$ cat config.mk
export PLATFORM = sky130hd
export DESIGN_NAME = fsbp_status_protect
export DESIGN_NICKNAME = d
export VERILOG_FILES = /design/src/fsbp_pkg.sv /design/src/fsbp_range_check.sv /design/src/fsbp_status_protect.sv
export SDC_FILE = /design/constraint.sdc
export NUM_CORES = 1
export LEC_CHECK = 0
export ABC_CLOCK_PERIOD_IN_PS = 2550
export BUFFER_PORTS_ARGS = -buffer_cell sky130_fd_sc_hd__buf_2
export CELL_PAD_IN_SITES_DETAIL_PLACEMENT = 1
export CELL_PAD_IN_SITES_GLOBAL_PLACEMENT = 2
export CORE_UTILIZATION = 33
export CTS_BUF_LIST = sky130_fd_sc_hd__clkbuf_16
export CTS_CLUSTER_DIAMETER = 150
export CTS_CLUSTER_SIZE = 40
export DETAILED_ROUTE_END_ITERATION = 12
export PLACE_DENSITY = 0.77
export SETUP_SLACK_MARGIN = 0.15
export SYNTH_ARGS = -nofsm -noshare
export SYNTH_HDL_FRONTEND = slang
export SYNTH_SLANG_ARGS = --single-unit
export TNS_END_PERCENT = 100
$ cat constraint.sdc
create_clock -name sys_clk_i -period 2.55 [get_ports sys_clk_i]
set_input_delay 0 -clock sys_clk_i [delete_from_list [all_inputs] [get_ports sys_clk_i]]
set_output_delay 0 -clock sys_clk_i [all_outputs]
set_load 0.02 [all_outputs]
$ cat src/fsbp_pkg.sv
`default_nettype none
package fsbp_pkg;
  // status register bit positions
  localparam int unsigned LOCK_BIT = 7;
  localparam int unsigned QUAD_BIT = 6;
  localparam int unsigned BP_HI = 5;
  localparam int unsigned BP_LO = 2;
  localparam int unsigned WEL_BIT = 1;
  localparam int unsigned WIP_BIT = 0;
  localparam logic [7:0] STATUS_RESET = 8'h00;
  localparam logic [5:0] NV_RESET = 6'h00;
  // opcodes
  localparam logic [7:0] OP_SET_LATCH = 8'h06;
  localparam logic [7:0] OP_CLR_LATCH = 8'h04;
  localparam logic [7:0] OP_STATUS_READ = 8'h05;
  localparam logic [7:0] OP_STATUS_WRITE = 8'h01;
  localparam logic [7:0] OP_PAGE_PROG = 8'h02;
  localparam logic [7:0] OP_QUAD_PROG = 8'h32;
  localparam logic [7:0] OP_SECTOR_ERASE_A = 8'hd7;
  localparam logic [7:0] OP_SECTOR_ERASE_B = 8'h20;
  localparam logic [7:0] OP_HALF_BLOCK_ERASE = 8'h52;
  localparam logic [7:0] OP_FULL_BLOCK_ERASE = 8'hd8;
  localparam logic [7:0] OP_CHIP_ERASE_A = 8'hc7;
  localparam logic [7:0] OP_CHIP_ERASE_B = 8'h60;
  localparam logic [7:0] OP_INFO_ROW_PROG = 8'h62;
  // memory map
  localparam int unsigned ADDR_W = 18;
  localparam logic [17:0] ARRAY_TOP = 18'h3ffff;
  localparam int unsigned SECTOR_SHIFT = 12;
  localparam int unsigned HALF_BLOCK_SHIFT = 15;
  localparam int unsigned BLOCK_SHIFT = 16;
  // busy durations in cycles
  localparam logic [15:0] T_STATUS_WRITE = 16'h0010;
  localparam logic [15:0] T_PROGRAM = 16'h0020;
  localparam logic [15:0] T_ERASE = 16'h0040;
  typedef enum logic [2:0] {
    FSBP_IDLE = 3'b001,
    FSBP_BUSY = 3'b010,
    FSBP_DONE = 3'b100
  } fsbp_state_t;
endpackage : fsbp_pkg
`default_nettype wire

$ cat src/fsbp_range_check.sv
`default_nettype none
// decides whether an erase or program target overlaps the protected 64K blocks
module fsbp_range_check (
  input wire logic [3:0] bp_i,
  input wire logic [17:0] lo_i,
  input wire logic [17:0] hi_i,
  output logic hit_o
);
  logic [3:0] prot;
  logic [3:0] touch;
  always_comb begin
    unique case (bp_i)
      4'b0000, 4'b1111: prot = 4'b0000;
      4'b0001: prot = 4'b1000;
      4'b0010: prot = 4'b1100;
      4'b1101: prot = 4'b0011;
      4'b1110: prot = 4'b0001;
      default: prot = 4'b1111;
    endcase
  end
  for (genvar b = 0; b < 4; b++) begin : g_blk
    assign touch[b] = (lo_i[17:16] <= 2'(b)) && (hi_i[17:16] >= 2'(b));
  end
  assign hit_o = |(prot & touch);
endmodule : fsbp_range_check
`default_nettype wire

$ cat src/fsbp_status_protect.sv
`default_nettype none
module fsbp_status_protect (
  input wire logic sys_clk_i,
  input wire logic nrst_i,
  input wire logic cmd_valid_i,
  input wire logic [7:0] cmd_op_i,
  input wire logic [17:0] cmd_addr_i,
  input wire logic [7:0] cmd_data_i,
  input wire logic wp_pin_n_i,
  output logic [7:0] status_o,
  output logic op_start_o,
  output logic op_reject_o,
  output logic op_done_o,
  output logic quad_pins_o,
  output logic wp_func_o,
  output logic pause_func_o
);
  // synchronised protect pin
  logic wp_meta_n;
  logic wp_sync_n;

  // status bits
  logic [5:0] nv_bits;
  logic write_enable_latch;
  logic write_in_progress;

  // sequencer
  fsbp_pkg::fsbp_state_t state;
  logic [15:0] busy_cnt;
  logic [7:0] pend_op;
  logic [7:0] pend_data;
  logic [15:0] dur;

  // decode of the instruction on the bus
  logic [17:0] lo_addr;
  logic [17:0] hi_addr;
  logic in_prot;
  logic is_gated;
  logic is_prog_erase;
  logic is_chip_erase;
  logic is_status_write;
  logic is_set_latch;
  logic is_clear_latch;

  // refusal reasons and outcome
  logic nv_locked;
  logic refuse_latch;
  logic refuse_busy;
  logic refuse_lock;
  logic refuse_chip;
  logic refuse_area;
  logic accept;
  logic latch_cmd_ok;

  fsbp_range_check u_range (
    .bp_i(nv_bits[3:0]),
    .lo_i(lo_addr),
    .hi_i(hi_addr),
    .hit_o(in_prot)
  );

  // protect pin from outside the clock domain, first stage
  always_ff @(posedge sys_clk_i) begin
    if (!nrst_i) begin
      wp_meta_n <= 1'b1;
    end else begin
      wp_meta_n <= wp_pin_n_i;
    end
  end

  // second stage, the only reader of the first
  always_ff @(posedge sys_clk_i) begin
    if (!nrst_i) begin
      wp_sync_n <= 1'b1;
    end else begin
      wp_sync_n <= wp_meta_n;
    end
  end

  always_comb begin
    is_prog_erase = 1'b1;
    is_chip_erase = 1'b0;
    lo_addr = cmd_addr_i;
    hi_addr = cmd_addr_i;
    unique case (cmd_op_i)
      fsbp_pkg::OP_PAGE_PROG, fsbp_pkg::OP_QUAD_PROG: begin
      end
      fsbp_pkg::OP_SECTOR_ERASE_A, fsbp_pkg::OP_SECTOR_ERASE_B: begin
        lo_addr = {cmd_addr_i[17:fsbp_pkg::SECTOR_SHIFT], 12'h000};
        hi_addr = {cmd_addr_i[17:fsbp_pkg::SECTOR_SHIFT], 12'hfff};
      end
      fsbp_pkg::OP_HALF_BLOCK_ERASE: begin
        lo_addr = {cmd_addr_i[17:fsbp_pkg::HALF_BLOCK_SHIFT], 15'h0000};
        hi_addr = {cmd_addr_i[17:fsbp_pkg::HALF_BLOCK_SHIFT], 15'h7fff};
      end
      fsbp_pkg::OP_FULL_BLOCK_ERASE: begin
        lo_addr = {cmd_addr_i[17:fsbp_pkg::BLOCK_SHIFT], 16'h0000};
        hi_addr = {cmd_addr_i[17:fsbp_pkg::BLOCK_SHIFT], 16'hffff};
      end
      fsbp_pkg::OP_CHIP_ERASE_A, fsbp_pkg::OP_CHIP_ERASE_B: begin
        is_chip_erase = 1'b1;
        lo_addr = 18'h00000;
        hi_addr = fsbp_pkg::ARRAY_TOP;
      end
      default: is_prog_erase = 1'b0;
    endcase
  end

  assign is_status_write = (cmd_op_i == fsbp_pkg::OP_STATUS_WRITE);
  assign is_set_latch = (cmd_op_i == fsbp_pkg::OP_SET_LATCH);
  assign is_clear_latch = (cmd_op_i == fsbp_pkg::OP_CLR_LATCH);
  assign is_gated = is_prog_erase || is_status_write
                    || (cmd_op_i == fsbp_pkg::OP_INFO_ROW_PROG);
  assign nv_locked = nv_bits[5] && !wp_sync_n;

  // every reason a gated instruction is ignored, kept apart for clarity
  assign refuse_latch = !write_enable_latch;
  assign refuse_busy = write_in_progress || (state != fsbp_pkg::FSBP_IDLE);
  assign refuse_lock = is_status_write && nv_locked;
  assign refuse_chip = is_chip_erase && (nv_bits[3:0] != 4'h0);
  assign refuse_area = is_prog_erase && !is_chip_erase && in_prot;

  assign accept = cmd_valid_i && is_gated
                  && !(refuse_latch || refuse_busy || refuse_lock || refuse_chip || refuse_area);

  // set and clear of the latch are ignored while an operation runs
  assign latch_cmd_ok = cmd_valid_i && !write_in_progress && (state == fsbp_pkg::FSBP_IDLE);

  // busy time of the instruction on the bus
  always_comb begin
    dur = fsbp_pkg::T_PROGRAM;
    unique case (cmd_op_i)
      fsbp_pkg::OP_STATUS_WRITE: begin
        dur = fsbp_pkg::T_STATUS_WRITE;
      end
      fsbp_pkg::OP_SECTOR_ERASE_A, fsbp_pkg::OP_SECTOR_ERASE_B, fsbp_pkg::OP_HALF_BLOCK_ERASE,
      fsbp_pkg::OP_FULL_BLOCK_ERASE, fsbp_pkg::OP_CHIP_ERASE_A, fsbp_pkg::OP_CHIP_ERASE_B: begin
        dur = fsbp_pkg::T_ERASE;
      end
      default: begin
        dur = fsbp_pkg::T_PROGRAM;
      end
    endcase
  end

  // operation sequencer: busy for a fixed time then completes
  always_ff @(posedge sys_clk_i) begin
    if (!nrst_i) begin
      state <= fsbp_pkg::FSBP_IDLE;
    end else begin
      unique case (state)
        fsbp_pkg::FSBP_IDLE: begin
          if (accept) begin
            state <= fsbp_pkg::FSBP_BUSY;
          end
        end
        fsbp_pkg::FSBP_BUSY: begin
          if (busy_cnt == 16'h0001) begin
            state <= fsbp_pkg::FSBP_DONE;
          end
        end
        fsbp_pkg::FSBP_DONE: begin
          state <= fsbp_pkg::FSBP_IDLE;
        end
        default: begin
          state <= fsbp_pkg::FSBP_IDLE;
        end
      endcase
    end
  end

  // remaining busy time of the running operation
  always_ff @(posedge sys_clk_i) begin
    if (!nrst_i) begin
      busy_cnt <= 16'h0000;
    end else if (state == fsbp_pkg::FSBP_IDLE && accept) begin
      busy_cnt <= dur;
    end else if (state == fsbp_pkg::FSBP_BUSY) begin
      busy_cnt <= busy_cnt - 16'h0001;
    end
  end

  // opcode and data of the accepted operation, applied at completion
  always_ff @(posedge sys_clk_i) begin
    if (!nrst_i) begin
      pend_op <= 8'h00;
      pend_data <= 8'h00;
    end else if (state == fsbp_pkg::FSBP_IDLE && accept) begin
      pend_op <= cmd_op_i;
      pend_data <= cmd_data_i;
    end
  end

  // busy flag follows the sequencer
  always_ff @(posedge sys_clk_i) begin
    if (!nrst_i) begin
      write_in_progress <= 1'b0;
    end else begin
      write_in_progress <= (state == fsbp_pkg::FSBP_IDLE) ? accept : (state == fsbp_pkg::FSBP_BUSY);
    end
  end

  // non-volatile bits: only status write touches them
  always_ff @(posedge sys_clk_i) begin
    if (!nrst_i) begin
      nv_bits <= fsbp_pkg::NV_RESET;
    end else if (state == fsbp_pkg::FSBP_DONE && pend_op == fsbp_pkg::OP_STATUS_WRITE) begin
      nv_bits <= pend_data[fsbp_pkg::LOCK_BIT:fsbp_pkg::BP_LO];
    end
  end

  // write enable latch; completion clear wins over a set
  always_ff @(posedge sys_clk_i) begin
    if (!nrst_i) begin
      write_enable_latch <= 1'b0;
    end else if (state == fsbp_pkg::FSBP_DONE) begin
      write_enable_latch <= 1'b0;
    end else if (latch_cmd_ok && is_set_latch) begin
      write_enable_latch <= 1'b1;
    end else if (latch_cmd_ok && is_clear_latch) begin
      write_enable_latch <= 1'b0;
    end
  end

  // registered copy of the status byte
  always_ff @(posedge sys_clk_i) begin
    if (!nrst_i) begin
      status_o <= fsbp_pkg::STATUS_RESET;
    end else begin
      status_o <= {nv_bits, write_enable_latch, write_in_progress};
    end
  end

  // pulse: gated instruction taken
  always_ff @(posedge sys_clk_i) begin
    if (!nrst_i) begin
      op_start_o <= 1'b0;
    end else begin
      op_start_o <= (state == fsbp_pkg::FSBP_IDLE) && accept;
    end
  end

  // pulse: gated instruction ignored
  always_ff @(posedge sys_clk_i) begin
    if (!nrst_i) begin
      op_reject_o <= 1'b0;
    end else begin
      op_reject_o <= cmd_valid_i && is_gated && !((state == fsbp_pkg::FSBP_IDLE) && accept);
    end
  end

  // pulse: operation completed
  always_ff @(posedge sys_clk_i) begin
    if (!nrst_i) begin
      op_done_o <= 1'b0;
    end else begin
      op_done_o <= (state == fsbp_pkg::FSBP_DONE);
    end
  end

  // pin roles follow the quad bit
  always_ff @(posedge sys_clk_i) begin
    if (!nrst_i) begin
      quad_pins_o <= 1'b0;
    end else begin
      quad_pins_o <= nv_bits[4];
    end
  end

  // protect pin keeps its role while quad is off
  always_ff @(posedge sys_clk_i) begin
    if (!nrst_i) begin
      wp_func_o <= 1'b1;
    end else begin
      wp_func_o <= !nv_bits[4];
    end
  end

  // pause pin keeps its role while quad is off
  always_ff @(posedge sys_clk_i) begin
    if (!nrst_i) begin
      pause_func_o <= 1'b1;
    end else begin
      pause_func_o <= !nv_bits[4];
    end
  end
endmodule : fsbp_status_protect
`default_nettype wire

==> impl_metrics.env, run 1 <==
export IMPL_drt_vias_per_instance=4.802
export IMPL_r2r_start="state[2]"
export IMPL_layout_worst_path_cycle_share_pct=83.21
export IMPL_worst_setup_path_end_kind="register"
export IMPL_hold_path_end="pend_op[3]"
export IMPL_worstPathMaxFanout=17
export IMPL_synthDominantCellAreaShare_pct=43.74
export IMPL_dieHeight_um=89.34
export IMPL_drive_above_1_share_pct=20.07
export IMPL_drt_pass1_iter_count=4
export IMPL_hold_viol=0
export IMPL_final_antenna_net_count=0
export IMPL_hpwl_um=3814
export IMPL_timing_slew_headroom_pct=38.74
export IMPL_die_area_um2=7982
export IMPL_r2r_end="pend_data[7]"
export IMPL_drt_iter0_markers=31
export IMPL_tns_ps=0
export IMPL_worstMarginPinSlew_ps=917.8
export IMPL_synth_sequential_area_ratio_pct=43.74
export IMPL_cts_repair_timing_setup_buffer_count=0
export IMPL_grt_first_pass_wirelength_um=8921
export IMPL_routed_via_count=1911
export IMPL_worst_setup_path_start_kind="register"
export IMPL_start_util_pct=34.34
export IMPL_synthesized_area_per_cell_um2=9.645
export IMPL_synth_nets=301
export IMPL_fp_dieW_um=89.34
export IMPL_antenna_cells=0
export IMPL_skew_ps=5.349
export IMPL_vias_in_the_first_global_route=1896
export IMPL_cts_hold_buf=7
export IMPL_wl_um=5391
export IMPL_core_area_um2=7331
export IMPL_max_cap_violations=0
export IMPL_clock_sink_count=55
export IMPL_design_portCount=52
export IMPL_area_growth_pct=17.05
export IMPL_numCtsBuffers=5
export IMPL_fill_cells=853
export IMPL_cp_slowest_cell="sky130_fd_sc_hd__nor4b_1"
export IMPL_cp_cell_sequence="nor4b_1 > o311ai_2 > a211o_4 > nor2_8 > buf_4 > mux2i_1"
export IMPL_grt_max_degree=43
export IMPL_min_from="cmd_op_i[3]"
export IMPL_clock_edge_transition_at_the_registers_on_the_reported_setup_and_hold_paths_ps=70
export IMPL_mostFrequentLayoutCell="sky130_fd_sc_hd__dfxtp_1"
export IMPL_gp_congestion=0.7145
export IMPL_outcome="completed"
export IMPL_finalNetCount=338
export IMPL_setup_violations_final=0
export IMPL_synthesis_area_um2=2517
export IMPL_insertion_delay_ps=290
export IMPL_power_ir_vdd_worst_mv=0.2871
export IMPL_data_required_time_at_the_worst_endpoint_ps=2760
export IMPL_num_rows=31
export IMPL_number_of_flip_flops_and_latches_in_the_synthesized_netlist=55
export IMPL_r2r_slack_ps=430
export IMPL_ctsRootBufferMaster="sky130_fd_sc_hd__clkbuf_16"
export IMPL_ys_types=48
export IMPL_worst_ep_arrival_time_ps=2340
export IMPL_power_density_nw_per_um2=542.7
export IMPL_grt_antenna_before_repair=0
export IMPL_placement_io_buffers=33
export IMPL_drc_errors=0
export IMPL_holdCritPathClass="input port to register"
export IMPL_maxSlewViolCount=0
export IMPL_cts_htree_levels=2
export IMPL_r2r_cells=6
export IMPL_detail_route_wl_per_cell_um=13.55
export IMPL_synth_area_top_cells="sky130_fd_sc_hd__dfxtp_1, sky130_fd_sc_hd__mux2i_1, sky130_fd_sc_hd__nand2_1"
export IMPL_ctsResizeCount=0
export IMPL_synth_warnings=0
export IMPL_setup_worst_path_class="register to register"
export IMPL_timing_critical_path_slowest_cell_delay_ps=490
export IMPL_max_freq_mhz=471.3
export IMPL_synth_top_area_cell="sky130_fd_sc_hd__dfxtp_1"
export IMPL_worst_hold_slack_ps=20.98
export IMPL_most_common_layout_cells="sky130_fd_sc_hd__dfxtp_1, sky130_fd_sc_hd__nand2_1, sky130_fd_sc_hd__buf_2"
export IMPL_timing_hold_worst_path_depth=3
export IMPL_grt_setup_unrepaired="no"
export IMPL_fin_crit_ps=2122
export IMPL_clockBufferDepth=2
export IMPL_track_usage_pct=14.68
export IMPL_postSynthCellCount=261
export IMPL_tritoncts="yes"
export IMPL_grt_ovfl_total=0
export IMPL_cellLeakagePower_nw=1.171
==> worst max-delay path by stage <==
stage,slack (ps),start,end
global placement,460,state[2],pend_data[5]
floorplan,740,state[2],busy_cnt[5]
finish,430,state[2],pend_data[7]
detailed placement,390,state[2],pend_data[7]
CTS,380,state[2],pend_data[7]
global route,240,state[2],pend_op[2]
==> power breakdown <==
part | switching (mW) | internal, mW
logic | 0.0478 | 0.0316
registers | 0.000497 | 0.860
clock network | 0.300 | 0.359
==> area by class of cell <==
type | instances | area [um2] | share of cell area, %
flip-flops and latches | 55 | 1101 | 37.37
inverters | 7 | 26.28 | 0.8917
well taps | 99 | 123.9 | 4.204
repair buffers | 45 | 272.8 | 9.257
multi-input cells | 184 | 1281 | 43.48
clock inverters | 3 | 16.27 | 0.5520
clock buffers | 5 | 125.1 | 4.246
==> layer usage <==
metal	GRT usage [%]	routed length, um
met4	3.896	51
met1	18.85	2543
met5	0	0
met3	3.324	129
met2	24.84	2667
==> through the flow <==
step	area [um2]	instances	total power [mW]	utilization [%]	setup slack [ps]
5_1_grt	2947	398	1.661	40.19	242.8
2_1_floorplan	2517	261	0.9234	-	736.6
6_report	2947	398	1.599	40.19	428.1
4_1_cts	2947	398	1.625	40.19	376.9
3_3_place_gp	2735	383	0.9516	37.31	455.8
3_5_place_dp	2735	383	0.9524	37.31	390.7
==> critical path: cells and delay by family, from the launching register on <==
family	cells	cell delay, ps
AOI/OAI and AO/OA	2	580
buffers and inverters	1	270
DFF	1	350
muxes	1	230
and+or+nand+nor	2	610
==> sequential cells by signal (all words and copies together), names as in the netlist, 3 cells and up <==
name / cells
pend_op: 8
nv_bits: 6
status_o: 8
busy_cnt: 16
pend_data: 6
state: 3
==> synth_stat cells (all sizes together) <==
cell type,count
or4,1
a221oi,1
nand4b,4
nor4b,4
inv,7
a211oi,1
nor2b,7
and4b,2
a2111oi,1
nand3,4
nor3b,2
nor2,18
dfxtp,55
o311ai,1
nand4,5
a21oi,2
and2,8
o311a,1
a21o,1
nand3b,3
xor2,9
xnor2,8
nor3,16
mux2i,23
o21ai,6
or2,1
nand2,36
ha,2
and3,3
and4bb,1
buf,8
nand2b,2
a211o,1
clkbuf,7
o21a,4
nor4,5
o2111ai,1
==> logic make-up after synthesis <==
kind of cell | after synthesis | share of synthesized area, %
flip-flops | 55 | 43.74
adder cells (fa/ha/maj) | 2 | 0.9939
buffers and inverters | 22 | 5.368
multiplexers | 23 | 9.145
XOR/XNOR | 17 | 5.915
AO/OA/AOI/OAI | 20 | 6.809
AND/OR/NAND/NOR | 122 | 28.03
Note: power is estimated with default switching activity, not from simulation.
==> run 2, diff against run 1 <==
--- a/config.mk
+++ b/config.mk
@@ -5,16 +5,16 @@
 export SDC_FILE = /design/constraint.sdc
 export NUM_CORES = 1
 export LEC_CHECK = 0
-export ABC_CLOCK_PERIOD_IN_PS = 2550
+export ABC_CLOCK_PERIOD_IN_PS = 1900
 export BUFFER_PORTS_ARGS = -buffer_cell sky130_fd_sc_hd__buf_2
 export CELL_PAD_IN_SITES_DETAIL_PLACEMENT = 1
 export CELL_PAD_IN_SITES_GLOBAL_PLACEMENT = 2
-export CORE_UTILIZATION = 33
+export CORE_UTILIZATION = 30
 export CTS_BUF_LIST = sky130_fd_sc_hd__clkbuf_16
 export CTS_CLUSTER_DIAMETER = 150
 export CTS_CLUSTER_SIZE = 40
 export DETAILED_ROUTE_END_ITERATION = 12
-export PLACE_DENSITY = 0.77
+export PLACE_DENSITY = 0.74
 export SETUP_SLACK_MARGIN = 0.15
 export SYNTH_ARGS = -nofsm -noshare
 export SYNTH_HDL_FRONTEND = slang
==> constraint.sdc (replaced) <==
create_clock -name sys_clk_i -period 1.9 [get_ports sys_clk_i]
set_input_delay 0 -clock sys_clk_i [delete_from_list [all_inputs] [get_ports sys_clk_i]]
set_output_delay 0 -clock sys_clk_i [all_outputs]
set_load 0.02 [all_outputs]
==> impl_metrics.env, run 2 (synthesis results as in run 1) <==
export IMPL_final_critical_path_setup_slack_ps=-12.83
export IMPL_num_rows=33
export IMPL_drc_errors=0
export IMPL_worst_setup_path_end_kind="register"
export IMPL_fp_dieW_um=93.61
export IMPL_r2r_slack_ps=-10
export IMPL_reg_largest_list="busy_cnt (16), pend_op (8), status_o (8)"
export IMPL_number_of_flip_flops_under_the_largest_register_name=16
export IMPL_layout_worst_path_cycle_share_pct=100.7
export IMPL_setup_violations_final=3
export IMPL_cts_htree_levels=2
export IMPL_clock_edge_transition_at_the_registers_on_the_reported_setup_and_hold_paths_ps=70
export IMPL_placement_io_buffers=33
export IMPL_clock_sink_count=55
export IMPL_wl_um=5723
export IMPL_die_area_um2=8762
export IMPL_holdCritPathClass="input port to register"
export IMPL_numPlacedInstances=403
export IMPL_grt_max_degree=43
export IMPL_routed_via_count=2013
export IMPL_start_util_pct=30.79
export IMPL_post_route_design_area_um2=3221
export IMPL_mostFrequentLayoutCell="sky130_fd_sc_hd__dfxtp_1"
export IMPL_data_required_time_at_the_worst_endpoint_ps=2050
export IMPL_drt_pass1_iter_count=4
export IMPL_hold_viol=0
export IMPL_failed_checks="negative setup slack"
export IMPL_track_usage_pct=14.26
export IMPL_maxSlewViolCount=0
export IMPL_clockBufferDepth=2
export IMPL_grt_antenna_before_repair=0
export IMPL_worst_setup_path_start_kind="register"
export IMPL_antenna_cells=0
export IMPL_power_ir_vdd_worst_mv=0.5080
export IMPL_numCtsBuffers=5
export IMPL_drt_vias_per_instance=4.793
export IMPL_finalNetCount=354
export IMPL_stdcell_count=420
export IMPL_worstPathMaxFanout=3
export IMPL_pre_cts_slack_ps=-32.58
export IMPL_drt_iter0_markers=26
export IMPL_final_antenna_net_count=0
export IMPL_ctsRootBufferMaster="sky130_fd_sc_hd__clkbuf_16"
export IMPL_max_freq_mhz=522.8
export IMPL_grt_first_pass_wirelength_um=9694
export IMPL_max_cap_violations=0
export IMPL_placement_cell_area_um2=2890
export IMPL_area_growth_pct=27.93
export IMPL_drive_above_1_share_pct=28.57
export IMPL_tns_ps=-23.38
export IMPL_most_common_layout_cells="sky130_fd_sc_hd__dfxtp_1, sky130_fd_sc_hd__nand2_1, sky130_fd_sc_hd__buf_2"
export IMPL_fin_crit_ps=1913
export IMPL_gp_congestion=0.8030
export IMPL_cellLeakagePower_nw=1.308
export IMPL_skew_ps=3.112
export IMPL_grt_ovfl_total=0
export IMPL_hpwl_um=4032
export IMPL_worst_ep_arrival_time_ps=2060
export IMPL_setup_worst_path_class="register to register"
export IMPL_power_density_nw_per_um2=711.2
export IMPL_core_area_um2=8175
export IMPL_insertion_delay_ps=290
export IMPL_dieHeight_um=93.61
export IMPL_detail_route_wl_per_cell_um=13.63
export IMPL_worstMarginPinSlew_ps=754.1
export IMPL_design_portCount=52
export IMPL_outcome="finished, violations left"
export IMPL_largest_register="busy_cnt"
export IMPL_vias_in_the_first_global_route=2077
export IMPL_timing_slew_headroom_pct=49.67
export IMPL_tritoncts="yes"
export IMPL_grt_setup_unrepaired="yes"
==> run 2: cell count changes in the layout (fill, tap and decap cells not counted), moves of 2 or more <==
cell	before	now
sky130_fd_sc_hd__buf_12	0	2
sky130_fd_sc_hd__buf_4	5	17
sky130_fd_sc_hd__buf_6	0	2
sky130_fd_sc_hd__dfxtp_1	55	52
sky130_fd_sc_hd__dfxtp_2	0	2
sky130_fd_sc_hd__nor3_1	13	8
sky130_fd_sc_hd__nor3_2	3	8
sky130_fd_sc_hd__nor4b_4	0	2
==> run 2: stage by stage <==
step	hold slack [ps]	power, mW	utilization (%)
global route	21.86	2.389	39.39
global placement	182.7	1.280	35.35
CTS	10.28	2.335	38.75
floorplan	101.5	1.239	-
finish	15.19	2.291	39.39
detailed placement	188.5	1.282	35.35
==> run 2: per-layer routing <==
| metal | up-vias | GRT usage, % | wire [um] |
|---|---|---|---|
| li1 | 1014 | - | - |
| met1 | 968 | 17.83 | 2633 |
| met3 | 6 | 3.171 | 153 |
| met4 | 0 | 4.231 | 55 |
| met5 | - | 0 | 0 |
| met2 | 25 | 24.39 | 2880 |
==> run 2: final cells by class <==
class,count,area [um2]
Tap cell,105,131.4
Multi-Input combinational cell,184,1366
Sequential cell,55,1107
Timing Repair Buffer,61,425.4
Inverter,7,26.28
Clock inverter,3,38.79
Clock buffer,5,125.1
Fill cell,951,4955
==> run 2: worst paths after layout <==
check	start	to	cells past startpoint
setup / recovery	busy_cnt[3]	busy_cnt[11]	6
hold / removal	cmd_op_i[3]	pend_op[3]	3
setup reg to reg	busy_cnt[3]	busy_cnt[11]	6
hold reg to reg	wp_meta_n	wp_sync_n	1
==> run 2: critical path, cell delays in order, from the launching register on <==
cell,delay [ps]
sky130_fd_sc_hd__dfxtp_1,310
sky130_fd_sc_hd__or4_4,580
sky130_fd_sc_hd__nor4b_4,350
sky130_fd_sc_hd__and2_4,210
sky130_fd_sc_hd__nor2b_4,140
sky130_fd_sc_hd__xnor2_1,130
sky130_fd_sc_hd__nor3_1,60
==> run 2: report_power, final <==
group / total, mW / switching [mW] / internal, mW
combinational: 0.111 / 0.0661 / 0.0451
clock: 1.03 / 0.410 / 0.616
sequential: 1.15 / 0.00102 / 1.15
total: 2.29 / 0.477 / 1.81
==> run 2: repair_timing <==
action / CTS / global route
hold buffers: 7 / 0
hold endpoints to repair: 7 / 0
setup buffers: 0 / 2
gates resized for setup: 11 / 8
setup endpoints to repair: 33 / 33
pin swaps: 5 / 6
